<file path="config.mk">
export PLATFORM = sky130hd
export DESIGN_NAME = ptmr_regs
export DESIGN_NICKNAME = d
export VERILOG_FILES = /design/src/verilog/ptmr_pkg.sv /design/src/verilog/ptmr_regs.sv
export SDC_FILE = /design/constraint.sdc
export NUM_CORES = 1
export LEC_CHECK = 0
export BUFFER_PORTS_ARGS = -buffer_cell sky130_fd_sc_hd__buf_2
export CORE_MARGIN = 3
export CORE_UTILIZATION = 53
export CTS_CLUSTER_SIZE = 25
export DETAILED_ROUTE_END_ITERATION = 7
export HOLD_SLACK_MARGIN = 0.08
export PLACE_DENSITY_LB_ADDON = 0.1
export SLEW_MARGIN = 20
export SYNTH_ARGS = -nofsm -noshare
export SYNTH_HDL_FRONTEND = slang
export SYNTH_SLANG_ARGS = --single-unit
</file>
<file path="constraint.sdc">
create_clock -name ref_clk -period 5 [get_ports ref_clk]
set_input_delay 0.75 -clock ref_clk [delete_from_list [all_inputs] [get_ports ref_clk]]
set_output_delay 0.75 -clock ref_clk [all_outputs]
set_load 0.05 [all_outputs]
</file>
<file path="src/verilog/ptmr_pkg.sv">
// Constants shared by the periodic timer control register block
`default_nettype none
package ptmr_pkg;
    localparam int          CNT_W       = 10;
    localparam int          ADDR_W      = 4;
    localparam int          DATA_W      = 8;
    // --------------------------------------------------------------
    // Register offsets
    // --------------------------------------------------------------
    localparam logic [3:0]  OFS_CTRL0   = 4'h0;
    localparam logic [3:0]  OFS_CTRL1   = 4'h1;
    localparam logic [3:0]  OFS_CNT_L   = 4'h2;
    localparam logic [3:0]  OFS_CNT_H   = 4'h3;
    localparam logic [3:0]  OFS_CMPA_L  = 4'h4;
    localparam logic [3:0]  OFS_CMPA_H  = 4'h5;
    localparam logic [3:0]  OFS_CMPP_L  = 4'h6;
    localparam logic [3:0]  OFS_CMPP_H  = 4'h7;
    // --------------------------------------------------------------
    // Field positions
    // --------------------------------------------------------------
    localparam int          CTRL0_ON    = 3;
    localparam int          MODE_HI     = 7;
    localparam int          MODE_LO     = 6;
    localparam int          PINF_HI     = 5;
    localparam int          PINF_LO     = 4;
    localparam int          LVL_BIT     = 3;
    localparam int          INV_BIT     = 2;
    localparam int          CLR_BIT     = 0;
    // --------------------------------------------------------------
    // Reset values and counter top value
    // --------------------------------------------------------------
    localparam logic [7:0]  CTRL1_RST   = 8'h00;
    localparam logic [9:0]  CNT_RST     = 10'h000;
    localparam logic [9:0]  CMP_RST     = 10'h000;
    localparam logic [9:0]  CNT_MAX     = 10'h3FF;
    localparam logic [7:0]  RD_ZERO     = 8'h00;

    typedef enum logic [1:0] {
        MODE_CMP   = 2'b00,
        MODE_UNDEF = 2'b01,
        MODE_PWM   = 2'b10,
        MODE_TMR   = 2'b11
    } ptmr_mode_t;

    localparam logic [1:0]  PF_00       = 2'b00;
    localparam logic [1:0]  PF_01       = 2'b01;
    localparam logic [1:0]  PF_10       = 2'b10;
    localparam logic [1:0]  PF_11       = 2'b11;
endpackage
`default_nettype wire

</file>
<file path="src/verilog/ptmr_regs.sv">
// Periodic timer: control, counter and compare registers with pin logic
//
// Decided for this implementation: the register offsets and the plain strobed port.
`timescale 1ns/1ps
`default_nettype none
// Contract
// - Mode field picks compare, PWM/pulse, timer.
// - Timer mode: pin unused, undefined.
// - Compare-A match: hold, low, high, toggle.
// - PWM: inactive, active, waveform, single pulse.
// - Requested level equal initial: no change.
// - Counter-on rise restores initial pin level.
// - Compare mode: level bit sets initial.
// - PWM: level bit sets active polarity.
// - Single pulse: level bit on start.
// - Invert bit inverts pin, not timer mode.
// - Clear source: A match or P match.
// - Overflow clear only when compare-P zero.
// - Clear source ignored in PWM, pulse.
// - Counter readable only, split low/high.
// - Compare-A read/write byte pair.
// - Compare-P read/write byte pair.
// - High byte bits 7..2 read zero.
// - On rise clears counter; fall holds.
// - PWM period from P, duty from A.
// - Single pulse A match clears on.
module ptmr_regs
    import ptmr_pkg::*;
(
    input  wire logic              ref_clk,
    input  wire logic              rst,
    input  wire logic [ADDR_W-1:0] reg_addr,
    input  wire logic [DATA_W-1:0] reg_wdata,
    input  wire logic              reg_wr,
    input  wire logic              reg_rd,
    output logic      [DATA_W-1:0] reg_rdata,
    output logic                   timer_output_pin,
    output logic                   timer_output_pin_oe,
    output logic                   match_a_evt,
    output logic                   match_p_evt
);
    // ------------------------------------------------------------------
    // Helpers
    // ------------------------------------------------------------------
    function automatic logic [7:0] hi_byte(input logic [9:0] v);
        hi_byte = {6'h00, v[9:8]};
    endfunction

    logic [7:0]   ctrl1_ff;
    logic         on_ff;
    logic [9:0]   cnt_ff;
    logic [9:0]   nxt_cnt;
    logic [9:0]   cmpa_ff;
    logic [9:0]   cmpp_ff;
    logic         lvl_ff;
    logic         pin_ff;
    logic         oe_ff;
    logic         nxt_pin;
    logic         mtc_a_ff;
    logic         mtc_p_ff;
    logic [7:0]   rdata_ff;
    logic [7:0]   rd_mux;

    ptmr_mode_t   mode;
    logic [1:0]   pinf;
    logic         oc;
    logic         inv;
    logic         clr_src;
    logic         wr_ctrl0;
    logic         on_rise;
    logic         cmp_like;
    logic         single;
    logic         pwm_act;
    logic         match_a;
    logic         match_p;
    logic         cnt_clr;

    // ------------------------------------------------------------------
    // Field decode
    // ------------------------------------------------------------------
    // mode decode
    assign mode     = ptmr_mode_t'(ctrl1_ff[MODE_HI:MODE_LO]);
    assign pinf     = ctrl1_ff[PINF_HI:PINF_LO];
    assign oc       = ctrl1_ff[LVL_BIT];
    assign inv      = ctrl1_ff[INV_BIT];
    assign clr_src  = ctrl1_ff[CLR_BIT];
    assign wr_ctrl0 = reg_wr && (reg_addr == OFS_CTRL0);
    // Undefined mode behaves like the timer mode: pin released
    assign cmp_like = (mode == MODE_CMP) || (mode == MODE_TMR)
                   || (mode == MODE_UNDEF);
    assign single   = (mode == MODE_PWM) && (pinf == PF_11);
    assign on_rise  = wr_ctrl0 && reg_wdata[CTRL0_ON] && !on_ff;

    // ------------------------------------------------------------------
    // Comparators
    // ------------------------------------------------------------------
    // Compare-A of zero never matches in compare modes
    always_comb begin
        match_a = 1'b0;
        match_p = 1'b0;
        if (on_ff) begin
            if (cmp_like) begin
                match_a = (cnt_ff == cmpa_ff) && (cmpa_ff != CMP_RST);
                match_p = !clr_src && (cmpp_ff != CMP_RST)
                       && (cnt_ff == cmpp_ff);
            end else begin
                match_a = (cnt_ff == cmpa_ff);
                match_p = !single
                       && (cnt_ff == 10'(cmpp_ff - 10'h001));
            end
        end
    end

    // ------------------------------------------------------------------
    // Counter clear and next value
    // ------------------------------------------------------------------
    always_comb begin
        cnt_clr = 1'b0;
        if (cmp_like) begin
            // overflow wraps when compare-P is zero
            cnt_clr = clr_src ? match_a : match_p;
        end else if (!single) begin
            // clear source ignored, counter clears at P-1 (period of P counts)
            cnt_clr = match_p;
        end
        nxt_cnt = cnt_ff;
        if (on_rise) begin
            nxt_cnt = CNT_RST;
        end else if (on_ff && cnt_clr) begin
            nxt_cnt = CNT_RST;
        end else if (on_ff) begin
            nxt_cnt = 10'(cnt_ff + 10'h001);
        end
    end

    // counter cleared on rise, held when off
    always_ff @(posedge ref_clk) begin
        if (rst) begin
            cnt_ff <= CNT_RST;
        end else begin
            cnt_ff <= nxt_cnt;
        end
    end

    // ------------------------------------------------------------------
    // Counter-on control
    // ------------------------------------------------------------------
    // Software write wins over the automatic stop in the same cycle
    always_ff @(posedge ref_clk) begin
        if (rst) begin
            on_ff <= 1'b0;
        end else if (wr_ctrl0) begin
            on_ff <= reg_wdata[CTRL0_ON];
        end else if (single && match_a) begin
            on_ff <= 1'b0;
        end
    end

    // ------------------------------------------------------------------
    // Software registers
    // ------------------------------------------------------------------
    // Reserved bit 1 is stored as written; keeping it zero is up to code
    always_ff @(posedge ref_clk) begin
        if (rst) begin
            ctrl1_ff <= CTRL1_RST;
        end else if (reg_wr && (reg_addr == OFS_CTRL1)) begin
            ctrl1_ff <= reg_wdata;
        end
    end

    always_ff @(posedge ref_clk) begin
        if (rst) begin
            cmpa_ff <= CMP_RST;
        end else if (reg_wr && (reg_addr == OFS_CMPA_L)) begin
            cmpa_ff[7:0] <= reg_wdata;
        end else if (reg_wr && (reg_addr == OFS_CMPA_H)) begin
            cmpa_ff[9:8] <= reg_wdata[1:0];
        end
    end

    always_ff @(posedge ref_clk) begin
        if (rst) begin
            cmpp_ff <= CMP_RST;
        end else if (reg_wr && (reg_addr == OFS_CMPP_L)) begin
            cmpp_ff[7:0] <= reg_wdata;
        end else if (reg_wr && (reg_addr == OFS_CMPP_H)) begin
            cmpp_ff[9:8] <= reg_wdata[1:0];
        end
    end

    // ------------------------------------------------------------------
    // Read port
    // ------------------------------------------------------------------
    always_comb begin
        rd_mux = RD_ZERO;
        unique case (reg_addr)
            OFS_CTRL0:  rd_mux = 8'(on_ff) << CTRL0_ON;
            OFS_CTRL1:  rd_mux = ctrl1_ff;
            OFS_CNT_L:  rd_mux = cnt_ff[7:0];
            // upper bits of high bytes read zero
            OFS_CNT_H:  rd_mux = hi_byte(cnt_ff);
            OFS_CMPA_L: rd_mux = cmpa_ff[7:0];
            OFS_CMPA_H: rd_mux = hi_byte(cmpa_ff);
            OFS_CMPP_L: rd_mux = cmpp_ff[7:0];
            OFS_CMPP_H: rd_mux = hi_byte(cmpp_ff);
            default:    rd_mux = RD_ZERO;
        endcase
    end

    always_ff @(posedge ref_clk) begin
        if (rst) begin
            rdata_ff <= RD_ZERO;
        end else if (reg_rd) begin
            rdata_ff <= rd_mux;
        end else begin
            rdata_ff <= RD_ZERO;
        end
    end

    // ------------------------------------------------------------------
    // Pin level state
    // ------------------------------------------------------------------
    always_ff @(posedge ref_clk) begin
        if (rst) begin
            lvl_ff <= 1'b0;
        end else if (on_rise) begin
            lvl_ff <= oc;
        // equal levels give no visible change
        end else if (mode == MODE_CMP && match_a) begin
            unique case (pinf)
                PF_00: lvl_ff <= lvl_ff;
                PF_01: lvl_ff <= 1'b0;
                PF_10: lvl_ff <= 1'b1;
                PF_11: lvl_ff <= !lvl_ff;
            endcase
        end
    end

    // duty from compare-A, full when A reaches period
    assign pwm_act = (cnt_ff < cmpa_ff)
                  || ((cmpp_ff != CMP_RST) && (cmpa_ff >= cmpp_ff));

    always_comb begin
        nxt_pin = lvl_ff;
        if (mode == MODE_PWM) begin
            unique case (pinf)
                PF_00: nxt_pin = !oc;
                PF_01: nxt_pin = oc;
                PF_10: nxt_pin = pwm_act ? oc : !oc;
                PF_11: nxt_pin = on_ff ? oc : !oc;
            endcase
        end
    end

    // Pin is registered: it follows its cause by one cycle
    always_ff @(posedge ref_clk) begin
        if (rst) begin
            pin_ff <= 1'b0;
            oe_ff  <= 1'b0;
        end else if (!(mode == MODE_CMP || mode == MODE_PWM)) begin
            pin_ff <= 1'b0;
            oe_ff  <= 1'b0;
        end else begin
            pin_ff <= nxt_pin ^ inv;
            oe_ff  <= 1'b1;
        end
    end

    always_ff @(posedge ref_clk) begin
        if (rst) begin
            mtc_a_ff <= 1'b0;
            mtc_p_ff <= 1'b0;
        end else begin
            mtc_a_ff <= match_a;
            mtc_p_ff <= match_p;
        end
    end

    assign reg_rdata           = rdata_ff;
    assign timer_output_pin    = pin_ff;
    assign timer_output_pin_oe = oe_ff;
    assign match_a_evt         = mtc_a_ff;
    assign match_p_evt         = mtc_p_ff;
endmodule // ptmr_regs
`default_nettype wire

</file>
==> impl_metrics.env, run 1 <==
export IMPL_status="complete, no violations"
export IMPL_min_period_ps=2610
export IMPL_grt_pass1_wl_um=14200
export IMPL_synthDistinctLibCells=57
export IMPL_hold_end="ctrl1_ff[1]"
export IMPL_htreeDepth=2
export IMPL_die_area_um2=7150
export IMPL_cts_setup_buffers=0
export IMPL_path_clk_slew_ps=90
export IMPL_synth_main_ff_cell="dfxtp_1"
export IMPL_setup_viol=0
export IMPL_clk_latency_ps=300
export IMPL_worst_path_max_fanout=7
export IMPL_cts_tree="built"
export IMPL_ir_drop_uv=143
export IMPL_synthesis_nets=439
export IMPL_layout_drive_gt1_share=0.107
export IMPL_antenna_left=0
export IMPL_synth_cells=401
export IMPL_ctsResizeCount=0
export IMPL_synthSimpleGateAreaFrac=0.237
export IMPL_start_util=0.570
export IMPL_wl_per_cell_um=18.3
export IMPL_portBuffers=27
export IMPL_crit_chain="inv_1, ha_1, or4b_4, nor3_1, o21ai_1, a22oi_1, a22oi_4, o21ai_4, nor2_1"
export IMPL_cts_sinks=52
export IMPL_fillers=542
export IMPL_rsz0062_at_grt="no"
export IMPL_rr_worst_depth=9
export IMPL_hold_viol=0
export IMPL_drtIter0Drc=255
export IMPL_wl_um=8820
export IMPL_synthAdderAreaFrac=0.0841
export IMPL_synth_edf_count=0
export IMPL_crit_type="reg -> reg"
export IMPL_setup_worst_path_end_class="register"
export IMPL_ys_seq_area_frac=0.318
export IMPL_diodes=0
export IMPL_track_usage=0.251
export IMPL_maxSlewViolCount=0
export IMPL_post_route_cell_area_um2=3470
export IMPL_area_delta_synth_final_pct=6.12
export IMPL_crit_arrival_ps=2810
export IMPL_nets=449
export IMPL_post_synth_instance_area_um2=3270
export IMPL_multiInputGateArea_um2=2020
export IMPL_min_period_over_period=0.522
export IMPL_num_vias=2997
export IMPL_synth_top_family_by_area="simple AND/OR/NAND/NOR gates"
export IMPL_ys_seq_elements=52
export IMPL_grt_max_degree=37
export IMPL_dp_cells=476
export IMPL_worstMarginPinSlew_ps=652
export IMPL_design_portCount=28
export IMPL_start_kind="register"
export IMPL_syn_area_per_cell_um2=8.16
export IMPL_max_stage_delay_ps=550
export IMPL_tns_ps=0
export IMPL_die_h_um=84.6
export IMPL_antenna_found_initial=0
export IMPL_core_area_um2=5740
export IMPL_power_mw=0.736
export IMPL_grt_ovfl_total=0
export IMPL_cap_violations=0
export IMPL_synth_xor_area_share=0.0589
export IMPL_hold_path_depth=2
export IMPL_cts_made_buffers=5
export IMPL_worstHoldStart="ctrl1_ff[1]"
export IMPL_cts_root_buf="clkbuf_8"
export IMPL_synth_warnings=0
export IMPL_r2r_end="cnt_ff[9]"
export IMPL_synth_mux_area_fraction=0.0535
export IMPL_leakagePower_nw=1.35
export IMPL_die_x_um=84.6
export IMPL_place_detailed_hpwl_um=6690
export IMPL_dr_pass1_iters=7
export IMPL_place_area_um2=3390
export IMPL_num_rows=27
export IMPL_synth_compound_area_share=0.185
export IMPL_first_global_vias=2712
export IMPL_path_delay_family="compound AO/OA/AOI/OAI gates"
export IMPL_drc=0
export IMPL_seqCellArea_um2=1040
export IMPL_layoutNonFillerInstCount=483
export IMPL_slowest_stage="or4b_4"
export IMPL_r2r_start="cmpp_ff[0]"
export IMPL_fmax_ghz=0.383
export IMPL_clock_path_buffers=2
export IMPL_gp_congestion=0.926
export IMPL_hold_buffers=0
export IMPL_critPathBufInv=1
export IMPL_ff2ff_setup_slack_ps=2390
export IMPL_slew_headroom=0.565
export IMPL_hp_class="reg -> reg"
export IMPL_async_reset_ff_frac=0
export IMPL_via_per_inst=6.20
export IMPL_finalClockSkew_ps=5.07
export IMPL_cp_required_ps=5200
export IMPL_powerDensity_nw_per_um2=212
flip-flops by register name, summed over array words and instances (netlist names):
register,flops
cmpa_ff,10
cmpp_ff,10
cnt_ff,10
ctrl1_ff,8
reg_rdata,8
lvl_ff,1
match_a_evt,1
match_p_evt,1
on_ff,1
timer_output_pin,1
timer_output_pin_oe,1
how the worst max path moves through the flow:
stage                start                to  slack [ps]  depth (start not counted)
6_report        cmpp_ff[0]         cnt_ff[9]        2390                          9
4_1_cts         cmpp_ff[0]         cnt_ff[9]        2410                          9
3_3_place_gp   reg_addr[2]         cnt_ff[1]        2490                          7
5_1_grt         cmpp_ff[0]         cnt_ff[3]        2240                          9
3_5_place_dp    cmpp_ff[0]         cnt_ff[9]        2420                          9
2_1_floorplan   cmpp_ff[0]  timer_output_pin        2650                         10
cell usage after synthesis, drive strengths merged (5+ instances only):
master,instances,area [um^2]
o21ai,13,76.3
mux2i,13,130
nor2b,5,31.3
nand2,37,139
nand4,8,50.1
a222oi,5,50.1
xor2,9,78.8
inv,27,101
a22o,6,52.6
and3,5,31.3
clkbuf,21,78.8
nor2,42,165
nand3,24,120
ha,22,275
a21oi,33,165
nor3,8,40.0
dfxtp,52,1040
xnor2,13,114
power by group:
group | total (mW) | switching [mW] | internal, mW
clock network | 0.231 | 0.136 | 0.0951
logic | 0.0809 | 0.0511 | 0.0298
registers | 0.425 | 0.00698 | 0.418
cells by family after synthesis:
family / count (synthesis)
xor gates and xnor gates: 22
muxes: 15
adders and majority gates: 22
buffers and inverters: 51
AOI/OAI and AO/OA: 87
and+or+nand+nor: 152
DFF: 52
cell type report:
cell class,instances,area share
clock buffer,5,0.0198
clock inverter,2,0.00360
inverter,27,0.0292
multi-input combinational,298,0.583
sequential,52,0.300
tap,72,0.0259
timing repair buffer,27,0.0389
worst register-to-register path, delay by kind of cell, from the launching register on:
family	cells	cell delay, ps
AOI/OAI and AO/OA	4	930
adders and majority gates	1	240
DFF	1	380
and+or+nand+nor	3	850
buffers and inverters	1	120
placed cells by master (no fill, tap or decap), drive strengths merged, types with 2 or more instances in the layout:
cell type,count
dfxtp,52
nor2,42
nand2,37
a21oi,33
inv,27
buf,27
nand3,24
ha,22
mux2i,13
xnor2,13
o21ai,13
xor2,9
nand4,8
nor3,8
a22o,6
nor2b,5
and3,5
a222oi,5
clkbuf,5
nand3b,4
nor4,4
and2,3
a31oi,3
a22oi,3
nand2b,2
a211oi,2
or3,2
a21o,2
o21bai,2
o21a,2
a41oi,2
a221oi,2
nand4b,2
mux4,2
a21boi,2
or2,2
per-stage QoR:
step                 util  hold WS, ps  worst slack (ps)
global placement    0.591          514              2490
detailed placement  0.591          512              2420
finish              0.605          538              2390
CTS                 0.605          544              2410
floorplan               -          457              2650
global route        0.605          575              2240
routing by layer:
layer	track usage	wire length, um
met1	0.359	3970
met2	0.394	4010
met3	0.0402	676
met4	0.0619	161
met5	0	0
Note: power is estimated with default switching activity, not from simulation.
==> run 2: changes to the inputs <==
- clock period: 5 -> 2.6 ns (I/O delays scaled with it)
==> run 2 against run 1 <==
  * Design area grew 7.2%
  * Sequential power grew 92%
  * Critical path depth is the same
  * Non-clock buffer count grew 22
  * Critical endpoint is now timer_output_pin
  * Clock power grew to 3.3 times the previous value
==> impl_metrics.env, run 2 (synthesized netlist as in run 1, its figures left out) <==
export IMPL_r2r_end="timer_output_pin"
export IMPL_leakagePower_nw=1.51
export IMPL_wl_per_cell_um=19.2
export IMPL_r2r_start="cmpp_ff[0]"
export IMPL_cap_violations=0
export IMPL_start_kind="register"
export IMPL_num_rows=27
export IMPL_start_util=0.570
export IMPL_place_detailed_hpwl_um=7490
export IMPL_wl_um=9710
export IMPL_design_portCount=28
export IMPL_worst_path_max_fanout=6
export IMPL_cts_tree="built"
export IMPL_portBuffers=27
export IMPL_gp_congestion=0.983
export IMPL_setup_worst_path_end_class="register"
export IMPL_rr_worst_depth=9
export IMPL_die_h_um=84.6
export IMPL_hp_class="in -> reg"
export IMPL_path_clk_slew_ps=100
export IMPL_die_area_um2=7150
export IMPL_power_share_sequential=0.466
export IMPL_hold_path_depth=3
export IMPL_layout_common_cells="52 x dfxtp_1, 41 x nor2_1, 37 x nand2_1"
export IMPL_status="complete, no violations"
export IMPL_tns_ps=0
export IMPL_layout_drive_gt1_share=0.159
export IMPL_track_usage=0.273
export IMPL_grt_max_degree=22
export IMPL_setup_viol=0
export IMPL_min_period_ps=2460
export IMPL_via_per_inst=6.26
export IMPL_area_delta_synth_final_pct=13.8
export IMPL_fmax_ghz=0.407
export IMPL_clkPwrFrac=0.433
export IMPL_cts_made_buffers=5
export IMPL_worstHoldStart="reg_wdata[6]"
export IMPL_drtIter0Drc=300
export IMPL_worstMarginPinSlew_ps=482
export IMPL_worst_hold_slack_ps=356
export IMPL_hold_viol=0
export IMPL_dr_pass1_iters=5
export IMPL_cts_sinks=52
export IMPL_clock_path_buffers=2
export IMPL_intPower_mw=1.35
export IMPL_cts_root_buf="clkbuf_8"
export IMPL_diodes=0
export IMPL_antenna_found_initial=0
export IMPL_cp_required_ps=2810
export IMPL_htreeDepth=2
export IMPL_antenna_left=0
export IMPL_clk_latency_ps=310
export IMPL_multiInputGateArea_um2=2030
export IMPL_die_x_um=84.6
export IMPL_cp_startpoint="cmpp_ff[0]"
export IMPL_final_common_cell="dfxtp_1"
export IMPL_ff2ff_setup_slack_ps=140
export IMPL_grt_pass1_wl_um=15400
export IMPL_p_comb_frac=0.101
export IMPL_first_global_vias=2902
export IMPL_core_area_um2=5740
export IMPL_grt_ovfl_total=0
export IMPL_reg_largest_list="cmpa_ff: 10 flops, cmpp_ff: 10 flops, cnt_ff: 10 flops"
export IMPL_crit_type="reg -> reg"
export IMPL_ir_drop_uv=295
export IMPL_num_vias=3168
export IMPL_powerDensity_nw_per_um2=469
export IMPL_hold_buffers=0
export IMPL_nets=471
export IMPL_hold_end="cmpp_ff[6]"
export IMPL_fillers=506
export IMPL_finalClockSkew_ps=5.55
export IMPL_switching_share=0.225
export IMPL_crit_arrival_ps=2670
export IMPL_min_period_over_period=0.945
export IMPL_maxSlewViolCount=0
export IMPL_p_sw_mw=0.394
export IMPL_slew_headroom=0.678
export IMPL_drc=0
export IMPL_seqCellArea_um2=1040
==> run 2: changes by cell type in the layout (fill, tap and decap cells not counted), sizes merged <==
cell,delta
buf,+22
bufinv,+3
clkinv,-1
clkinvlp,-1
==> run 2: timing repair <==
action                                  in CTS  in global routing
setup buffers                                0                  1
resized for setup                            0                  2
endpoints found under the setup margin       0                  4
endpoints found under the hold margin        0                  0
==> run 2: worst max path at each step <==
stage / slack, ps / depth (start not counted) / end
floorplan: 250 / 10 / timer_output_pin
global placement: 220 / 9 / timer_output_pin
detailed placement: 150 / 9 / timer_output_pin
CTS: 140 / 9 / timer_output_pin
global route: -9 / 9 / timer_output_pin
finish: 140 / 9 / timer_output_pin
==> run 2: stage by stage <==
stage / total power, mW / setup WS (ps) / instance area, um^2 / utilization / std cells
2_1_floorplan: 0.946 / 247 / 3270 / - / 401
3_3_place_gp: 0.999 / 219 / 3550 / 0.618 / 497
3_5_place_dp: 1.00 / 155 / 3550 / 0.618 / 497
4_1_cts: 1.75 / 143 / 3710 / 0.646 / 505
5_1_grt: 1.80 / -8.55 / 3720 / 0.649 / 506
6_report: 1.75 / 142 / 3720 / 0.649 / 506
==> run 2: metal layers <==
metal	up-vias	routed length, um	GRT usage
met5	-	0	0
met4	0	265	0.0993
met3	25	750	0.0383
met2	175	4400	0.418
met1	1481	4290	0.390
li1	1487	-	-
==> run 2: worst max-delay path: stages (launching register included) <==
cell and delay, ps:
dfxtp_1 330, inv_1 90, ha_2 230, or4b_4 540, nor4_4 360, a21oi_1 100, a2bb2oi_2 180, xor2_1 90
o41a_1 330, mux2i_1 120
==> run 2: power by group through the flow <==
stage | clock network (mW) | registers, mW | logic (mW)
5_1_grt | 0.795 | 0.814 | 0.193
6_report | 0.756 | 0.814 | 0.177
4_1_cts | 0.763 | 0.813 | 0.170
3_3_place_gp | 0 | 0.832 | 0.168
2_1_floorplan | 0 | 0.833 | 0.113
3_5_place_dp | 0 | 0.832 | 0.169
==> run 2: layout make-up <==
| class | instances | area share |
|---|---|---|
| Tap cell | 72 | 0.0242 |
| Multi-Input combinational cell | 298 | 0.546 |
| Inverter | 27 | 0.0272 |
| Clock inverter | 3 | 0.0242 |
| Clock buffer | 5 | 0.0185 |
| Sequential cell | 52 | 0.279 |
| Timing Repair Buffer | 49 | 0.0806 |
==> run 3: changes to the inputs <==
- PLACE_DENSITY: not set -> 0.7
- PLACE_DENSITY_LB_ADDON: 0.1 -> not set
==> run 3 against run 2 <==
  * Critical path depth unchanged
  * Sequential share of layout area increased by 1.0 points
  * Sequential power barely moved
  * Power fell by 16%
  * Maximum frequency grew 2.8%
  * Non-clock buffer count shrank 9
  * Die area unchanged
  * Highest routed layer unchanged
  * Worst setup slack gained 67 ps
==> impl_metrics.env, run 3 (synthesized netlist as in run 1, its figures left out) <==
export IMPL_max_stage_delay_ps=550
export IMPL_die_x_um=84.6
export IMPL_worst_path_max_fanout=6
export IMPL_first_global_vias=2821
export IMPL_core_area_um2=5740
export IMPL_cts_setup_buffers=0
export IMPL_cts_root_buf="clkbuf_8"
export IMPL_cts_made_buffers=5
export IMPL_antenna_left=0
export IMPL_grt_use_met3=0.0520
export IMPL_layout_setup_ws_ps=209
export IMPL_grt_use_met2=0.421
export IMPL_ir_drop_uv=358
export IMPL_num_rows=27
export IMPL_grt_ovfl_total=0
export IMPL_crit_chain="inv_1, ha_1, or4b_4, nor4_4, a21oi_1, a2bb2oi_2, xor2_1, o41a_1, mux2i_1"
export IMPL_critPathBufInv=1
export IMPL_dr_pass1_iters=6
export IMPL_start_util=0.570
export IMPL_portBuffers=27
export IMPL_power_mw=1.46
export IMPL_path_clk_slew_ps=100
export IMPL_fin_util=0.625
export IMPL_diodes=0
export IMPL_setup_worst_path_end_class="register"
export IMPL_via_per_inst=6.36
export IMPL_layout_common_cells="52 x dfxtp_1, 41 x nor2_1, 37 x nand2_1"
export IMPL_slowest_stage="or4b_4"
export IMPL_hp_class="in -> reg"
export IMPL_path_delay_family="simple AND/OR/NAND/NOR gates"
export IMPL_post_route_cell_area_um2=3590
export IMPL_status="complete, no violations"
export IMPL_num_vias=3160
export IMPL_tns_ps=0
export IMPL_powerDensity_nw_per_um2=407
export IMPL_min_period_ps=2390
export IMPL_die_h_um=84.6
export IMPL_clock_path_buffers=2
export IMPL_hold_buffers=0
export IMPL_leakagePower_nw=1.42
export IMPL_grt_use_met1=0.351
export IMPL_grt_pass1_wl_um=14700
export IMPL_rsz0062_at_grt="no"
export IMPL_fmax_ghz=0.418
export IMPL_hold_viol=0
export IMPL_maxSlewViolCount=0
export IMPL_design_portCount=28
export IMPL_reg_largest_list="cmpa_ff: 10 flops, cmpp_ff: 10 flops, cnt_ff: 10 flops"
export IMPL_nets=462
export IMPL_cts_sinks=52
export IMPL_dp_worst_setup_slack_ps=179
export IMPL_grt_busiest_layer="met2"
export IMPL_die_area_um2=7150
export IMPL_crit_type="reg -> reg"
export IMPL_cts_tree="built"
export IMPL_htreeDepth=2
export IMPL_start_kind="register"
export IMPL_worstMarginPinSlew_ps=624
export IMPL_finalClockSkew_ps=9.56
export IMPL_crit_arrival_ps=2610
export IMPL_layout_drive_gt1_share=0.141
export IMPL_cp_required_ps=2820
export IMPL_antenna_found_initial=0
export IMPL_final_common_cell="dfxtp_1"
export IMPL_area_delta_synth_final_pct=9.71
export IMPL_grt_max_degree=24
export IMPL_track_usage=0.263
export IMPL_slew_headroom=0.583
export IMPL_clk_latency_ps=320
export IMPL_setup_viol=0
export IMPL_place_detailed_hpwl_um=7190
export IMPL_gp_congestion=0.963
export IMPL_ctsResizeCount=0
export IMPL_min_period_over_period=0.920
export IMPL_place_area_um2=3490
export IMPL_drtIter0Drc=303
export IMPL_cap_violations=0
export IMPL_wl_um=9500
export IMPL_wl_per_cell_um=19.1
export IMPL_drc=0
==> run 3: area by class of cell <==
| cell class | count | area (um^2) |
|---|---|---|
| clock buffers | 5 | 68.8 |
| flip-flops and latches | 52 | 1040 |
| fillers | 536 | 2150 |
| repair buffers | 40 | 233 |
| inverters | 27 | 101 |
| clock inverters | 3 | 21.3 |
| multi-input cells | 298 | 2040 |
| well taps | 72 | 90.1 |
==> run 3: final timing paths <==
path | start | endpoint | slack (ps) | cells past startpoint
setup / recovery | cmpp_ff[0] | timer_output_pin | 210 | 9
hold / removal | reg_wdata[5] | cmpp_ff[5] | 340 | 3
setup reg to reg | cmpp_ff[0] | timer_output_pin | 210 | 9
hold reg to reg | ctrl1_ff[2] | timer_output_pin | 550 | 2
==> run 3: worst reg2reg max path, delay by kind of cell, from the launching register on <==
| family | cells | cell delay, ps |
|---|---|---|
| buffers and inverters | 1 | 80 |
| DFF | 1 | 320 |
| adders and majority gates | 1 | 240 |
| AOI/OAI and AO/OA | 3 | 590 |
| and+or+nand+nor | 2 | 840 |
| xor gates and xnor gates | 1 | 90 |
| muxes | 1 | 120 |
==> run 3: where the power goes <==
part / switching, mW / total, mW / internal, mW
registers: 0.0119 / 0.815 / 0.803
logic: 0.106 / 0.170 / 0.0640
clock network: 0.286 / 0.477 / 0.192
total: 0.403 / 1.46 / 1.06
==> run 3: routing by layer <==
metal  routed length [um]  vias up
li1                     -     1469
met1                 4010     1487
met2                 4380      173
met3                  824       31
met4                  295        0
met5                    0        -
==> run 3: per-stage QoR <==
step | std cells | hold slack (ps)
final | 497 | 340
after global routing | 497 | 340
after CTS | 497 | 334
after detailed placement | 489 | 526
after global placement | 489 | 523
after floorplan | 401 | 457
